**config.mk**
```make
export PLATFORM = sky130hd
export DESIGN_NAME = regulator_power_mode_select
export DESIGN_NICKNAME = d
export VERILOG_FILES = /design/src/logic/regulator_pkg.sv /design/src/logic/regulator_mode_decode.sv /design/src/logic/regulator_power_mode_select.sv
export SDC_FILE = /design/constraint.sdc
export NUM_CORES = 1
export LEC_CHECK = 0
export BUFFER_PORTS_ARGS = -buffer_cell sky130_fd_sc_hd__buf_2
export CORE_ASPECT_RATIO = 1.25
export CORE_MARGIN = 5
export CORE_UTILIZATION = 32
export DETAILED_ROUTE_END_ITERATION = 10
export PLACE_DENSITY = 0.79
export SKIP_CTS_REPAIR_TIMING = 1
export SYNTH_ARGS = -nofsm -noshare
export SYNTH_HDL_FRONTEND = slang
export SYNTH_SLANG_ARGS = --single-unit
```
**constraint.sdc**
```tcl
create_clock -name i_core_clk -period 1.5 [get_ports i_core_clk]
set_input_delay 0 -clock i_core_clk [delete_from_list [all_inputs] [get_ports i_core_clk]]
set_output_delay 0 -clock i_core_clk [all_outputs]
set_load 0.1 [all_outputs]
```
**src/logic/regulator_pkg.sv**
```systemverilog
// Constants and types shared by the regulator power mode selection logic.
package regulator_pkg;

   // APB register map, byte addresses.
   localparam logic [11:0] ADDR_REGULATOR_CONTROL = 12'h000;
   localparam logic [11:0] ADDR_REGULATOR_STATUS  = 12'h004;
   localparam logic [11:0] ADDR_CONDITION_STATUS  = 12'h008;

   // Regulator control register layout.
   localparam int          CTRL_RESERVED_BIT = 0;
   localparam int          CTRL_SAVE_SEL_BIT = 1;
   localparam int          CTRL_WIDTH        = 8;
   localparam logic [7:0]  CTRL_RESET        = 8'h01;
   localparam logic [7:0]  CTRL_WRITE_MASK   = 8'h03;

   // Oscillator selection codes.
   localparam logic [2:0]  OSC_SEL_EXT       = 3'h0;
   localparam logic [2:0]  OSC_SEL_16MHZ     = 3'h1;
   localparam logic [2:0]  OSC_SEL_8MHZ      = 3'h2;
   localparam logic [2:0]  OSC_SEL_4MHZ      = 3'h3;
   localparam logic [2:0]  OSC_SEL_1MHZ      = 3'h4;
   localparam logic [2:0]  OSC_SEL_500KHZ    = 3'h5;
   localparam logic [2:0]  OSC_SEL_250KHZ    = 3'h6;
   localparam logic [2:0]  OSC_SEL_31KHZ     = 3'h7;

   // Encoded regulator mode presented at the output.
   localparam logic [1:0]  MODE_HIGH         = 2'h0;
   localparam logic [1:0]  MODE_LOW          = 2'h1;
   localparam logic [1:0]  MODE_POWER_SAVE   = 2'h2;
   localparam logic [1:0]  MODE_TRACKING     = 2'h3;

   // Status register fields.
   localparam int          STAT_MODE_LSB     = 0;
   localparam int          STAT_BIAS_LSB     = 2;

   typedef enum logic [1:0] {
      BIAS_HIGH,
      BIAS_MEDIUM,
      BIAS_LOW
   } bias_type;

endpackage : regulator_pkg

```
**src/logic/regulator_mode_decode.sv**
```systemverilog
// Combinational decode of the regulator power mode from its conditions.
module regulator_mode_decode (
   input  wire logic       i_sleeping,
   input  wire logic [2:0] i_osc_sel,
   input  wire logic       i_save_select,
   input  wire logic       i_brownout_reset_en,
   input  wire logic       i_hfosc_periph_active,
   input  wire logic       i_self_write_active,
   input  wire logic       i_adc_converting,
   input  wire logic       i_supply_low,
   output logic      [1:0] o_mode,
   output logic      [1:0] o_bias
);

   regulator_pkg::bias_type bias;
   logic                    force_low;

   always_comb begin
      unique case (i_osc_sel)
         regulator_pkg::OSC_SEL_EXT,
         regulator_pkg::OSC_SEL_16MHZ: begin
            bias = regulator_pkg::BIAS_HIGH;
         end
         regulator_pkg::OSC_SEL_8MHZ,
         regulator_pkg::OSC_SEL_4MHZ,
         regulator_pkg::OSC_SEL_1MHZ: begin
            bias = regulator_pkg::BIAS_MEDIUM;
         end
         regulator_pkg::OSC_SEL_500KHZ,
         regulator_pkg::OSC_SEL_250KHZ,
         regulator_pkg::OSC_SEL_31KHZ: begin
            bias = regulator_pkg::BIAS_LOW;
         end
      endcase
   end

   assign force_low = i_brownout_reset_en | i_hfosc_periph_active |
                      i_self_write_active | i_adc_converting;

   always_comb begin
      o_bias = bias;
      if (i_supply_low) begin
         o_mode = regulator_pkg::MODE_TRACKING;
      end else if (!i_sleeping) begin
         if (bias == regulator_pkg::BIAS_LOW) begin
            o_mode = regulator_pkg::MODE_LOW;
         end else begin
            o_mode = regulator_pkg::MODE_HIGH;
         end
      end else if (i_save_select && !force_low) begin
         o_mode = regulator_pkg::MODE_POWER_SAVE;
      end else begin
         o_mode = regulator_pkg::MODE_LOW;
      end
   end

endmodule // regulator_mode_decode

```
**src/logic/regulator_power_mode_select.sv**
```systemverilog
// Regulator power mode selection with its APB control register.
//
// Our own choices: the APB interface to the registers and the address map.

// Overview of operation
// - Awake with high bias gives High mode.
// - Awake with medium bias gives High mode.
// - Awake with low bias gives Low mode.
// - Sleep, save select clear gives Low mode.
// - Sleep, save select set, idle gives Power-Save.
// - Forcing conditions override Power-Save to Low.
// - Low supply selects Tracking mode automatically.
// - Save select is bit 1, resets zero.
// - Bit 0 reserved, resets one, keep set.
// - Upper six bits read zero, ignore writes.
module regulator_power_mode_select (
   input  wire logic        i_core_clk,
   input  wire logic        i_reset_n,
   input  wire logic        psel,
   input  wire logic        penable,
   input  wire logic        pwrite,
   input  wire logic [11:0] paddr,
   input  wire logic [31:0] pwdata,
   input  wire logic [3:0]  pstrb,
   output logic      [31:0] prdata,
   output logic             pready,
   output logic             pslverr,
   input  wire logic        i_sleeping,
   input  wire logic [2:0]  i_osc_sel,
   input  wire logic        i_brownout_reset_en,
   input  wire logic        i_hfosc_periph_active,
   input  wire logic        i_self_write_active,
   input  wire logic        i_adc_converting,
   input  wire logic        i_supply_low,
   output logic      [1:0]  o_regulator_mode,
   output logic             o_sleep_power_save_select
);

   logic [7:0]  regulator_control_r;
   logic [31:0] prdata_r;
   logic        pready_r;
   logic        pslverr_r;
   logic [1:0]  mode_r;
   logic [1:0]  mode_nxt;
   logic [1:0]  bias_nxt;
   logic [1:0]  bias_r;
   logic [1:0]  supply_low_sync_r;
   logic [31:0] read_value;
   logic        addr_ok;
   logic        setup;

   // Supply comparator is analog and asynchronous, so it is synchronised.
   always_ff @(posedge i_core_clk) begin
      if (!i_reset_n) begin
         supply_low_sync_r <= 2'h0;
      end else begin
         supply_low_sync_r <= {supply_low_sync_r[0], i_supply_low};
      end
   end

   regulator_mode_decode u_decode (
      .i_sleeping            (i_sleeping),
      .i_osc_sel             (i_osc_sel),
      .i_save_select         (regulator_control_r[
                                 regulator_pkg::CTRL_SAVE_SEL_BIT]),
      .i_brownout_reset_en   (i_brownout_reset_en),
      .i_hfosc_periph_active (i_hfosc_periph_active),
      .i_self_write_active   (i_self_write_active),
      .i_adc_converting      (i_adc_converting),
      .i_supply_low          (supply_low_sync_r[1]),
      .o_mode                (mode_nxt),
      .o_bias                (bias_nxt)
   );

   always_ff @(posedge i_core_clk) begin
      if (!i_reset_n) begin
         mode_r <= regulator_pkg::MODE_HIGH;
         bias_r <= 2'h0;
      end else begin
         mode_r <= mode_nxt;
         bias_r <= bias_nxt;
      end
   end

   assign setup   = psel && !penable;
   assign addr_ok = (paddr == regulator_pkg::ADDR_REGULATOR_CONTROL) ||
                    (paddr == regulator_pkg::ADDR_REGULATOR_STATUS) ||
                    (paddr == regulator_pkg::ADDR_CONDITION_STATUS);

   always_ff @(posedge i_core_clk) begin
      if (!i_reset_n) begin
         regulator_control_r <= regulator_pkg::CTRL_RESET;
      end else if (psel && penable && pready_r && pwrite && pstrb[0] &&
                   paddr == regulator_pkg::ADDR_REGULATOR_CONTROL) begin
         regulator_control_r <= pwdata[7:0] &
                                regulator_pkg::CTRL_WRITE_MASK;
      end
   end

   always_comb begin
      read_value = 32'h0;
      unique case (paddr)
         regulator_pkg::ADDR_REGULATOR_CONTROL: begin
            read_value[7:0] = regulator_control_r &
                              regulator_pkg::CTRL_WRITE_MASK;
         end
         regulator_pkg::ADDR_REGULATOR_STATUS: begin
            read_value[regulator_pkg::STAT_MODE_LSB +: 2] = mode_r;
            read_value[regulator_pkg::STAT_BIAS_LSB +: 2] = bias_r;
         end
         regulator_pkg::ADDR_CONDITION_STATUS: begin
            read_value[5:0] = {supply_low_sync_r[1], i_adc_converting,
                               i_self_write_active, i_hfosc_periph_active,
                               i_brownout_reset_en, i_sleeping};
         end
         default: begin
            read_value = 32'h0;
         end
      endcase
   end

   // No wait states: ready rises in the first access cycle.
   always_ff @(posedge i_core_clk) begin
      if (!i_reset_n) begin
         pready_r  <= 1'b0;
         pslverr_r <= 1'b0;
         prdata_r  <= 32'h0;
      end else if (setup) begin
         pready_r  <= 1'b1;
         pslverr_r <= !addr_ok;
         prdata_r  <= pwrite ? 32'h0 : read_value;
      end else begin
         pready_r  <= 1'b0;
         pslverr_r <= 1'b0;
         prdata_r  <= 32'h0;
      end
   end

   assign prdata                    = prdata_r;
   assign pready                    = pready_r;
   assign pslverr                   = pslverr_r;
   assign o_regulator_mode          = mode_r;
   assign o_sleep_power_save_select =
      regulator_control_r[regulator_pkg::CTRL_SAVE_SEL_BIT];

   chk_tracking_on_low: assert property (
      @(posedge i_core_clk)
      disable iff (!i_reset_n)
      supply_low_sync_r[1]
      |=> o_regulator_mode == 2'h3)
      else $error("Tracking not entered on low supply.");

   chk_sleep_low_mode: assert property (
      @(posedge i_core_clk)
      disable iff (!i_reset_n)
      (i_sleeping && !o_sleep_power_save_select && !supply_low_sync_r[1])
      |=> o_regulator_mode == 2'h1)
      else $error("Sleep without save select not in Low mode.");

   chk_power_save_entry: assert property (
      @(posedge i_core_clk)
      disable iff (!i_reset_n)
      (i_sleeping && o_sleep_power_save_select && !supply_low_sync_r[1] &&
       !i_brownout_reset_en && !i_hfosc_periph_active &&
       !i_self_write_active && !i_adc_converting)
      |=> o_regulator_mode == 2'h2)
      else $error("Power-Save not selected in idle sleep.");

   chk_forced_low_mode: assert property (
      @(posedge i_core_clk)
      disable iff (!i_reset_n)
      (i_sleeping && !supply_low_sync_r[1] && (i_brownout_reset_en ||
       i_adc_converting || i_self_write_active || i_hfosc_periph_active))
      |=> o_regulator_mode == 2'h1)
      else $error("Forcing condition did not force Low mode.");

   chk_awake_high_mode: assert property (
      @(posedge i_core_clk)
      disable iff (!i_reset_n)
      (!i_sleeping && !supply_low_sync_r[1] && i_osc_sel <= 3'h4)
      |=> o_regulator_mode == 2'h0)
      else $error("Awake high or medium bias not High mode.");

   chk_awake_low_mode: assert property (
      @(posedge i_core_clk)
      disable iff (!i_reset_n)
      (!i_sleeping && !supply_low_sync_r[1] && i_osc_sel >= 3'h5)
      |=> o_regulator_mode == 2'h1)
      else $error("Awake low bias not Low mode.");

   chk_control_reset: assert property (
      @(posedge i_core_clk)
      !i_reset_n
      |=> regulator_control_r == 8'h01)
      else $error("Control register reset value wrong.");

   chk_upper_bits_zero: assert property (
      @(posedge i_core_clk)
      disable iff (!i_reset_n)
      regulator_control_r[7:2] == 6'h0)
      else $error("Unimplemented control bits not zero.");

   chk_upper_read_zero: assert property (
      @(posedge i_core_clk)
      disable iff (!i_reset_n)
      (pready && !pwrite && paddr == 12'h000)
      |-> prdata[31:2] == 30'h0)
      else $error("Unimplemented control bits read nonzero.");

   chk_select_write: assert property (
      @(posedge i_core_clk)
      disable iff (!i_reset_n)
      (psel && penable && pready && pwrite && pstrb[0] && paddr == 12'h000)
      |=> o_sleep_power_save_select == $past(pwdata[1]))
      else $error("Save select write not taken.");

   chk_ready_after_setup: assert property (
      @(posedge i_core_clk)
      disable iff (!i_reset_n)
      (psel && !penable)
      |=> pready)
      else $error("Ready not raised in the access cycle.");

   chk_ready_single: assert property (
      @(posedge i_core_clk)
      disable iff (!i_reset_n)
      pready
      |=> !pready)
      else $error("Ready held beyond one cycle.");

   chk_slverr_unmapped: assert property (
      @(posedge i_core_clk)
      disable iff (!i_reset_n)
      (psel && !penable &&
       paddr != regulator_pkg::ADDR_REGULATOR_CONTROL &&
       paddr != regulator_pkg::ADDR_REGULATOR_STATUS &&
       paddr != regulator_pkg::ADDR_CONDITION_STATUS)
      |=> pslverr)
      else $error("Unmapped address gave no error.");

   chk_slverr_with_ready: assert property (
      @(posedge i_core_clk)
      disable iff (!i_reset_n)
      pslverr
      |-> pready)
      else $error("Error raised outside the ready cycle.");

   chk_rdata_idle_zero: assert property (
      @(posedge i_core_clk)
      disable iff (!i_reset_n)
      !pready
      |-> prdata == 32'h0)
      else $error("Read data not zero outside the ready cycle.");

   chk_select_holds: assert property (
      @(posedge i_core_clk)
      disable iff (!i_reset_n)
      !(psel && penable && pready && pwrite && pstrb[0] &&
        paddr == regulator_pkg::ADDR_REGULATOR_CONTROL)
      |=> $stable(o_sleep_power_save_select))
      else $error("Save select changed without a write.");

   chk_reserved_holds: assert property (
      @(posedge i_core_clk)
      disable iff (!i_reset_n)
      !(psel && penable && pready && pwrite && pstrb[0] &&
        paddr == regulator_pkg::ADDR_REGULATOR_CONTROL)
      |=> $stable(regulator_control_r[
                     regulator_pkg::CTRL_RESERVED_BIT]))
      else $error("Reserved bit changed without a write.");

   chk_supply_sync_delay: assert property (
      @(posedge i_core_clk)
      disable iff (!i_reset_n)
      i_supply_low [*3]
      |=> o_regulator_mode == regulator_pkg::MODE_TRACKING)
      else $error("Tracking late after a steady low supply.");

   chk_no_tracking_ok: assert property (
      @(posedge i_core_clk)
      disable iff (!i_reset_n)
      !supply_low_sync_r[1]
      |=> o_regulator_mode != regulator_pkg::MODE_TRACKING)
      else $error("Tracking entered with supply in range.");

   chk_status_readback: assert property (
      @(posedge i_core_clk)
      disable iff (!i_reset_n)
      (psel && !penable && !pwrite &&
       paddr == regulator_pkg::ADDR_REGULATOR_STATUS)
      |=> prdata[1:0] == $past(o_regulator_mode))
      else $error("Status read does not show the mode.");

   chk_awake_no_save: assert property (
      @(posedge i_core_clk)
      disable iff (!i_reset_n)
      !i_sleeping
      |=> o_regulator_mode != regulator_pkg::MODE_POWER_SAVE)
      else $error("Power-Save selected while awake.");

   chk_save_needs_sleep: assert property (
      @(posedge i_core_clk)
      disable iff (!i_reset_n)
      o_regulator_mode == regulator_pkg::MODE_POWER_SAVE
      |-> $past(i_sleeping) && $past(o_sleep_power_save_select))
      else $error("Power-Save without sleep and select.");

   cov_power_save: cover property (
      @(posedge i_core_clk)
      o_regulator_mode == 2'h2);
   cov_tracking: cover property (
      @(posedge i_core_clk)
      o_regulator_mode == 2'h3);
   cov_forced: cover property (
      @(posedge i_core_clk)
      i_sleeping && o_sleep_power_save_select && i_adc_converting);
   cov_slverr: cover property (
      @(posedge i_core_clk)
      pslverr);
   cov_sleep_exit: cover property (
      @(posedge i_core_clk)
      $fell(i_sleeping));

endmodule // regulator_power_mode_select

```
==> flow_metrics.env, run 1 <==
export IMPL_p_int_uw=597.6
export IMPL_stdcell_count=176
export IMPL_synthMuxAreaShare_pct=6.107
export IMPL_cts_root_buf="clkbuf_4"
export IMPL_ios=99
export IMPL_synthTopCellsByCount="buf_4 (26), dfxtp_1 (16), nor2_1 (15), mux2i_1 (5), a21oi_1 (4)"
export IMPL_place_area_sq_um=959.7
export IMPL_hpwl_microns=1399
export IMPL_worstReg2RegStart="pready"
export IMPL_synth_top_family_by_area="buffers and inverters"
export IMPL_tns_ns=0
export IMPL_ys_seq_elements=16
export IMPL_clk_pin_slew_ns=0.08
export IMPL_drt_wl_total_microns=1664
export IMPL_synth_area_leaders="dfxtp_1 (39%), buf_4 (24%), nor2_1 (6.9%), mux2i_1 (6.1%), nor4_2 (3.1%)"
export IMPL_clk_latency_ns=0.28
export IMPL_hold_violations=1
export IMPL_worst_r2r_cell_count=3
export IMPL_dieArea_sq_mm=0.003680
export IMPL_drc_errors=0
export IMPL_first_global_vias=638
export IMPL_vias=719
export IMPL_drt_initial_drc_count=7
export IMPL_synth_largest_area_cell="dfxtp_1"
export IMPL_cts_sinks=16
export IMPL_finalClockSkew_ns=0.009776
export IMPL_required_ns=1.67
export IMPL_criticalPathCategory="in2reg"
export IMPL_slowest_stage="dlygate4sd3_1"
export IMPL_hold_slack_ns=-0.002167
export IMPL_clock_fmax_ghz=0.8171
export IMPL_dieHeight_microns=66.58
export IMPL_worst_path_buf_inv=3
export IMPL_yosysMostFrequentCell="buf_4"
export IMPL_core_sq_mm=0.002452
export IMPL_diodes=0
export IMPL_finalCritPeriodShare_pct=81.59
export IMPL_switching_share_pct=44.85
export IMPL_clockBufferDepth=2
export IMPL_startpoint_type="input port"
export IMPL_power_mw=1.083
export IMPL_holdCritPathClass="in2reg"
export IMPL_cp_cell_sequence="dlygate4sd3_1, buf_2, mux2i_1, dlygate4sd3_1, nor2_1"
export IMPL_comb_power_share_pct=38.8
export IMPL_start_util_pct=33.42
export IMPL_p_seq_share_pct=40.3
export IMPL_viasPerCell=4.085
export IMPL_antenna_left=0
export IMPL_avgSynthCellArea_sq_um=8.812
export IMPL_clkPwrFrac_pct=20.8
export IMPL_synthAdderAreaFrac_pct=0
export IMPL_synthCells=93
export IMPL_setup_viol=0
export IMPL_path_max_fanout=2
export IMPL_synth_compound_area_share_pct=5.802
export IMPL_antenna_found_initial=0
export IMPL_ir_worst_vdd_uv=561.9
export IMPL_cts_buffers=3
export IMPL_grt_first_pass_wirelength_microns=2546
export IMPL_crit_family="buffers and inverters"
export IMPL_firstDrtPassIters=2
export IMPL_slowest_delay_ns=0.56
export IMPL_p_sw_uw=485.9
export IMPL_r2r_end="regulator_control_r[0]"
export IMPL_drv_slew=0
export IMPL_violations="hold timing"
export IMPL_worstSetupEndpointType="register"
export IMPL_cp_arrival_ns=1.39
export IMPL_grt_max_degree=10
export IMPL_globalplace_congestion=0.7827
export IMPL_synth_ff_type="dfxtp_1"
export IMPL_grt_ovfl_total=0
export IMPL_min_period_ns=1.224
export IMPL_place_port_buffers=39
export IMPL_rsz0062_at_grt="no"
export IMPL_async_flop_share_pct=0
export IMPL_holdPathEnd="prdata[0]"
export IMPL_seq_area_frac_synth_pct=39.08
export IMPL_yosys_area_share_xor_xnor_pct=0
export IMPL_yosys_warnings=0
export IMPL_dp_cells=164
export IMPL_cts_tree="yes"
export IMPL_nFillCells=252
export IMPL_hold_path_depth=3
export IMPL_synth_edff_count=0
export IMPL_min_from="i_sleeping"
export IMPL_synth_top_area_share_pct=39.08
export IMPL_grt_use_total_pct=8.473
export IMPL_cpMostUsedCell="dlygate4sd3_1"
export IMPL_synth_cell_type_count=22
export IMPL_p_per_area_mw_per_mm2=1016
export IMPL_wl_per_cell_microns=9.455
export IMPL_synth_simple_area_share_pct=23.36
export IMPL_htreeDepth=1
export IMPL_final_area_sq_mm=0.001066
export IMPL_nets=206
export IMPL_max_cap_viol_count=0
export IMPL_row_count=20
export IMPL_syn_cell_area_sq_um=819.5
export IMPL_power_leakage_nw=0.5615
export IMPL_die_w_microns=55.27
export IMPL_status="complete, but fails checks"
export IMPL_layout_drive_gt1_share_pct=33.57
export IMPL_syn2layout_area_growth_pct=30.08
export IMPL_reg2reg_slack_ns=0.32
tightest hold or removal path, cell delays in order:
cell and delay (ns):
buf_2 0.10, a21oi_1 0.06, nor2_1 0.07
power by group through the flow:
stage | clock network [mW] | logic [mW] | registers, mW
floorplan | 0 | 0.364 | 0.482
global placement | 0 | 0.401 | 0.447
detailed placement | 0 | 0.402 | 0.447
CTS | 0.237 | 0.402 | 0.437
global route | 0.259 | 0.438 | 0.439
finish | 0.226 | 0.421 | 0.437
logic make-up after synthesis:
group | Yosys count
AOI/OAI and AO/OA | 8
buffers and inverters | 29
DFF | 16
muxes | 5
other | 1
and+or+nand+nor | 34
state kept, by name, indices dropped and copies added, names as in the netlist:
register / flops
prdata: 6
bias_r: 2
o_regulator_mode: 2
regulator_control_r: 2
supply_low_sync_r: 2
pready: 1
pslverr: 1
per-layer routing:
metal,track usage (%),share of wire (%)
met5,0,0
met4,4.559,0.72
met3,5.039,11
met2,13.91,51
met1,8.382,37
through the flow:
step	utilization [%]	setup WS [ns]
5_1_grt	43.47	0.1774
3_5_place_dp	39.13	0.1581
6_report	43.47	0.2761
4_1_cts	40.20	0.3138
2_1_floorplan	-	0.1157
3_3_place_gp	39.13	0.1720
cell usage in the layout (no fill, tap or decap), types with 2 or more instances in the layout:
| master | Yosys | routed |
|---|---|---|
| nor2_1 | 15 | 15 |
| conb_1 | 1 | 26 |
| clkbuf_4 | 0 | 3 |
| a21oi_1 | 4 | 4 |
| mux2i_1 | 5 | 5 |
| nor3_1 | 2 | 2 |
| and2_1 | 2 | 2 |
| nand2_1 | 3 | 3 |
| dlygate4sd3_1 | 0 | 8 |
| and3_1 | 2 | 2 |
| nor2b_1 | 2 | 2 |
| dfxtp_1 | 16 | 14 |
| a22oi_1 | 2 | 2 |
| inv_1 | 3 | 3 |
| nor4_2 | 2 | 2 |
| buf_2 | 0 | 39 |
worst max-delay path by stage:
stage / startpoint / endpoint / slack [ns] / cells past startpoint
after detailed placement: paddr[5] / regulator_control_r[0] / 0.16 / 5
after floorplan: pready / regulator_control_r[1] / 0.12 / 3
after CTS: pready / regulator_control_r[0] / 0.31 / 3
after global routing: i_reset_n / prdata[3] / 0.18 / 5
after global placement: paddr[5] / regulator_control_r[0] / 0.17 / 5
final: i_osc_sel[2] / bias_r[0] / 0.28 / 5
area by class of cell:
cell class / count / area, sq um / area share [%]
clock buffers: 4 / 26.28 / 2.465
inverters: 3 / 11.26 / 1.056
multi-input cells: 73 / 386.6 / 36.27
flip-flops and latches: 16 / 325.3 / 30.52
well taps: 33 / 41.29 / 3.873
repair buffers: 47 / 275.3 / 25.82
Note: power is estimated with default switching activity, not from simulation.
==> run 2: changes to the inputs <==
--- a/config.mk
+++ b/config.mk
@@ -5,12 +5,13 @@
 export SDC_FILE = /design/constraint.sdc
 export NUM_CORES = 1
 export LEC_CHECK = 0
+export ABC_AREA = 1
 export BUFFER_PORTS_ARGS = -buffer_cell sky130_fd_sc_hd__buf_2
 export CORE_ASPECT_RATIO = 1.25
 export CORE_MARGIN = 5
-export CORE_UTILIZATION = 32
+export CORE_UTILIZATION = 34
 export DETAILED_ROUTE_END_ITERATION = 10
-export PLACE_DENSITY = 0.79
+export PLACE_DENSITY = 0.8
 export SKIP_CTS_REPAIR_TIMING = 1
 export SYNTH_ARGS = -nofsm -noshare
 export SYNTH_HDL_FRONTEND = slang
==> constraint.sdc (replaced) <==
create_clock -name i_core_clk -period 1.2 [get_ports i_core_clk]
set_input_delay 0 -clock i_core_clk [delete_from_list [all_inputs] [get_ports i_core_clk]]
set_output_delay 0 -clock i_core_clk [all_outputs]
set_load 0.1 [all_outputs]
==> run 2 against run 1 <==
Against the previous run:
- critical path depth fell by 4
- largest cell class unchanged
- clock skew decreased by 0.0070 ns
- area after synthesis rose by 11%
- via count up 15%
- first-iteration DRC count fell by 71%
- the run still ends with hold timing left
- sequential power grew 25%
- global-route usage is 1.1 points higher
- non-clock buffer count decreased by 3
- utilization fell by 0.56 points
- critical path type is now reg2out
- hold slack got worse by 0.012 ns
- final cell count increased by 16%
==> flow_metrics.env, run 2 <==
export IMPL_worstSetupEndpointType="primary output"
export IMPL_yosysMostFrequentCell="buf_4"
export IMPL_switching_share_pct=44.36
export IMPL_finalCritPeriodShare_pct=88.68
export IMPL_dp_cells=195
export IMPL_setup_slack_ns=0.1359
export IMPL_antenna_found_initial=0
export IMPL_synth_ff_type="dfxtp_1"
export IMPL_final_common_cell="buf_2"
export IMPL_viasPerCell=4.054
export IMPL_power_mw=1.414
export IMPL_layout_drive_gt1_share_pct=32.94
export IMPL_path_max_fanout=3
export IMPL_hpwl_microns=1575
export IMPL_cts_root_buf="clkbuf_4"
export IMPL_antenna_left=0
export IMPL_first_global_vias=753
export IMPL_setup_viol=0
export IMPL_diodes=0
export IMPL_htreeDepth=1
export IMPL_dieHeight_microns=67.71
export IMPL_mostFrequentLayoutCells="buf_2 (39), conb_1 (26), nand2_1 (19)"
export IMPL_drt_wl_total_microns=1840
export IMPL_holdCritPathClass="in2reg"
export IMPL_dieArea_sq_mm=0.003803
export IMPL_startpoint_type="register"
export IMPL_cts_buffers=3
export IMPL_criticalPathCategory="reg2out"
export IMPL_seq_area_frac_synth_pct=35.36
export IMPL_cp_arrival_ns=1.06
export IMPL_status="complete, but fails checks"
export IMPL_place_port_buffers=39
export IMPL_power_leakage_nw=0.6486
export IMPL_p_sw_uw=627.3
export IMPL_crit_family="buffers and inverters"
export IMPL_grt_first_pass_wirelength_microns=2829
export IMPL_row_count=21
export IMPL_drv_slew=0
export IMPL_slowest_delay_ns=0.42
export IMPL_required_ns=1.20
export IMPL_die_w_microns=56.17
export IMPL_drt_initial_drc_count=2
export IMPL_largest_register_ffs=6
export IMPL_wl_per_cell_microns=9.020
export IMPL_grt_use_total_pct=9.558
export IMPL_clkPwrFrac_pct=25.1
export IMPL_tns_ns=0
export IMPL_grt_max_degree=15
export IMPL_rsz0062_at_grt="no"
export IMPL_firstDrtPassIters=4
export IMPL_cts_sinks=16
export IMPL_synth_cell_type_count=16
export IMPL_vias=827
export IMPL_clockBufferDepth=2
export IMPL_p_int_uw=786.9
export IMPL_syn2layout_area_growth_pct=24.45
export IMPL_yosys_warnings=0
export IMPL_synthTopCellsByCount="buf_4 (26), nand2_1 (19), inv_1 (17), dfxtp_1 (16), nor2_1 (14)"
export IMPL_synth_edff_count=0
export IMPL_finalClockSkew_ns=0.002754
export IMPL_max_cap_viol_count=0
export IMPL_clk_latency_ns=0.29
export IMPL_drc_errors=0
export IMPL_cp_cell_sequence="buf_2"
export IMPL_p_seq_share_pct=38.6
export IMPL_synth_largest_area_cell="dfxtp_1"
export IMPL_ir_worst_vdd_uv=416.1
export IMPL_synth_top_area_share_pct=35.36
export IMPL_cts_tree="yes"
export IMPL_ys_seq_elements=16
export IMPL_avgSynthCellArea_sq_um=7.305
export IMPL_clk_pin_slew_ns=0.09
export IMPL_core_sq_mm=0.002628
export IMPL_slowest_stage="buf_2"
export IMPL_stdcell_count=204
export IMPL_p_per_area_mw_per_mm2=1254
export IMPL_async_flop_share_pct=0
export IMPL_violations="hold timing"
export IMPL_globalplace_congestion=0.7776
export IMPL_nets=233
export IMPL_grt_ovfl_total=0
export IMPL_synth_area_leaders="dfxtp_1 (35%), buf_4 (22%), nand2_1 (7.9%), nand3_1 (7.2%), inv_1 (7.0%)"
export IMPL_worst_path_buf_inv=1
export IMPL_syn_cell_area_sq_um=905.9
export IMPL_clock_fmax_ghz=0.9397
export IMPL_comb_power_share_pct=36.3
export IMPL_dp_slack_ns=0.1698
export IMPL_min_period_ns=1.064
export IMPL_ios=99
export IMPL_synthCells=124
export IMPL_hold_violations=2
export IMPL_start_util_pct=34.48
export IMPL_hold_slack_ns=-0.01441
-- run 2: layer usage --
layer	wire, microns	vias up	global-route usage, %	part of all wire (%)
li1	-	422	-	-
met1	655	361	8.562	36
met2	991	39	18.71	54
met3	157	5	2.103	8.5
met4	36	0	7.122	2.0
met5	0	-	0	0
-- run 2: path summary, 6_finish.rpt --
| check | slack, ns | cells past startpoint | start | end |
|---|---|---|---|---|
| max | 0.14 | 1 | regulator_control_r[1] | o_sleep_power_save_select |
| min | -0.01 | 3 | pwdata[0] | regulator_control_r[0] |
| max reg2reg | 0.28 | 5 | pready | regulator_control_r[1] |
| min reg2reg | 0.42 | 2 | supply_low_sync_r[0] | supply_low_sync_r[1] |
-- run 2: logic make-up after synthesis --
kind of cell	synth area share, %
other	0.4140
AO/OA/AOI/OAI	4.006
AND/OR/NAND/NOR	30.39
buffers and inverters	29.83
flip-flops	35.36
-- run 2: cell type report --
class | instances | area [sq um]
flip-flops and latches | 16 | 330.3
clock buffers | 4 | 36.28
inverters | 17 | 63.81
repair buffers | 44 | 245.2
fillers | 299 | 1500
well taps | 34 | 42.54
multi-input cells | 89 | 409.1
-- run 2: power groups by stage --
stage               logic (mW)  registers [mW]  clock network (mW)
CTS                      0.500           0.546               0.363
detailed placement       0.499           0.559                   0
global route             0.534           0.548               0.390
global placement         0.497           0.558                   0
floorplan                0.455           0.602                   0
finish                   0.514           0.546               0.355
-- run 2: stage by stage --
step	utilization, %	instance area [sq um]
6_report	42.90	1127
5_1_grt	42.90	1127
4_1_cts	41.00	1077
3_5_place_dp	39.62	1041
3_3_place_gp	39.62	1041
2_1_floorplan	-	1010
==> run 3: changes to the inputs <==
--- a/config.mk
+++ b/config.mk
@@ -9,9 +9,9 @@
 export BUFFER_PORTS_ARGS = -buffer_cell sky130_fd_sc_hd__buf_2
 export CORE_ASPECT_RATIO = 1.25
 export CORE_MARGIN = 5
-export CORE_UTILIZATION = 34
+export CORE_UTILIZATION = 36
 export DETAILED_ROUTE_END_ITERATION = 10
-export PLACE_DENSITY = 0.8
+export PLACE_DENSITY = 0.84
 export SKIP_CTS_REPAIR_TIMING = 1
 export SYNTH_ARGS = -nofsm -noshare
 export SYNTH_HDL_FRONTEND = slang
==> constraint.sdc (replaced) <==
create_clock -name i_core_clk -period 1.3 [get_ports i_core_clk]
set_input_delay 0 -clock i_core_clk [delete_from_list [all_inputs] [get_ports i_core_clk]]
set_output_delay 0 -clock i_core_clk [all_outputs]
set_load 0.1 [all_outputs]
==> run 3 against run 2 <==
Against the previous run:
- clock power fell by 12%
- sequential power fell by 7.1%
- final area fell by 0.55%
- setup slack improved by 0.11 ns
- largest cell class unchanged
- the run still ends with hold timing left
- utilization rose by 3.3 points
- sequential cell count did not move
- via count rose by 0.24%
==> flow_metrics.env, run 3 (synthesis results as in run 2) <==
export IMPL_hpwl_microns=1565
export IMPL_setup_slack_ns=0.2480
export IMPL_status="complete, but fails checks"
export IMPL_grt_ovfl_total=0
export IMPL_required_ns=1.30
export IMPL_criticalPathCategory="reg2out"
export IMPL_cts_sinks=16
export IMPL_cts_buffers=3
export IMPL_clock_fmax_ghz=0.9506
export IMPL_path_max_fanout=3
export IMPL_grt_max_degree=15
export IMPL_mostFrequentLayoutCells="buf_2 (39), conb_1 (26), nand2_1 (19)"
export IMPL_p_per_area_mw_per_mm2=1154
export IMPL_hold_violations=2
export IMPL_clk_pin_slew_ns=0.09
export IMPL_tns_ns=0
export IMPL_dieArea_sq_mm=0.003626
export IMPL_cts_root_buf="clkbuf_4"
export IMPL_violations="hold timing"
export IMPL_dieHeight_microns=66.09
export IMPL_start_util_pct=37.32
export IMPL_drv_slew=0
export IMPL_drt_wl_total_microns=1801
export IMPL_ir_worst_vdd_uv=456.3
export IMPL_setup_viol=0
export IMPL_vias=829
export IMPL_holdCritPathClass="in2reg"
export IMPL_antenna_left=0
export IMPL_core_sq_mm=0.002427
export IMPL_utilization_pct=46.19
export IMPL_syn2layout_area_growth_pct=23.76
export IMPL_slowest_delay_ns=0.42
export IMPL_finalClockSkew_ns=0.002725
export IMPL_crit_family="buffers and inverters"
export IMPL_hold_slack_ns=-0.01134
export IMPL_cts_tree="yes"
export IMPL_clockBufferDepth=2
export IMPL_ios=99
export IMPL_min_period_ns=1.052
export IMPL_drc_errors=0
export IMPL_rsz0062_at_grt="no"
export IMPL_cp_cell_sequence="buf_2"
export IMPL_globalplace_congestion=0.7336
export IMPL_viasPerCell=4.084
export IMPL_grt_use_total_pct=9.955
export IMPL_htreeDepth=1
export IMPL_power_leakage_nw=0.6480
export IMPL_largest_register_ffs=6
export IMPL_layout_drive_gt1_share_pct=32.94
export IMPL_worstSetupEndpointType="primary output"
export IMPL_max_cap_viol_count=0
export IMPL_worst_path_buf_inv=1
export IMPL_drt_initial_drc_count=10
export IMPL_clk_latency_ns=0.28
export IMPL_firstDrtPassIters=4
export IMPL_grt_first_pass_wirelength_microns=2718
export IMPL_startpoint_type="register"
export IMPL_place_port_buffers=39
export IMPL_cp_arrival_ns=1.05
export IMPL_nets=233
export IMPL_diodes=0
export IMPL_finalCritPeriodShare_pct=80.92
export IMPL_wl_per_cell_microns=8.872
export IMPL_die_w_microns=54.87
export IMPL_antenna_found_initial=0
export IMPL_dp_slack_ns=0.2666
export IMPL_nFillCells=264
export IMPL_final_common_cell="buf_2"
export IMPL_row_count=20
export IMPL_first_global_vias=734
export IMPL_slowest_stage="buf_2"
## run 3: cell types whose count changed in the layout (fill, tap and decap cells not counted)
cell / delta
dfxtp_2: +2
dfxtp_4: -2
## run 3: final timing paths
kind                          startpoint                        end  slack, ns  cells past startpoint
setup / recovery  regulator_control_r[1]  o_sleep_power_save_select       0.25                      1
setup reg to reg                  pready     regulator_control_r[1]       0.37                      5
hold reg to reg     supply_low_sync_r[0]       supply_low_sync_r[1]       0.43                      2
hold / removal                 pwdata[0]     regulator_control_r[0]      -0.01                      3
## run 3: stage by stage
step | hold WS [ns] | area (sq um) | power (mW) | std cells
floorplan | 0.06824 | 1005 | 0.9790 | 149
global placement | 0.1803 | 1035 | 0.9765 | 194
CTS | -0.1062 | 1071 | 1.295 | 198
finish | -0.01134 | 1121 | 1.294 | 203
detailed placement | 0.1885 | 1035 | 0.9790 | 194
global route | 0.007672 | 1121 | 1.346 | 203
## run 3: final cells by class
type                       instances  area (sq um)  share of cell area (%)
inverter                          17         63.81                   5.692
multi-input combinational         89         409.1                   36.50
sequential                        16         325.3                   29.02
tap                               33         41.29                   3.683
clock buffer                       4         36.28                   3.237
timing repair buffer              44         245.2                   21.87
## run 3: metal layers
layer | part of all wire (%) | routed length (microns) | up-vias | GRT usage [%]
li1 | - | - | 425 | -
met1 | 37 | 661 | 359 | 11.71
met2 | 52 | 940 | 43 | 17.16
met3 | 11 | 190 | 2 | 1.806
met4 | 0.44 | 8 | 0 | 3.738
met5 | 0 | 0 | - | 0
## run 3: worst reg2reg max path, stage by stage, from the launching register on
cell and delay [ns]:
dfxtp_2 0.33, nand3_1 0.06, nor2_1 0.13, nand3_1 0.14
nor2_1 0.13, nor2_1 0.05
## run 3: power breakdown
part	internal, mW	total, mW	switching, mW
Sequential	0.503	0.507	0.00425
Combinational	0.0564	0.473	0.417
Clock	0.170	0.314	0.144
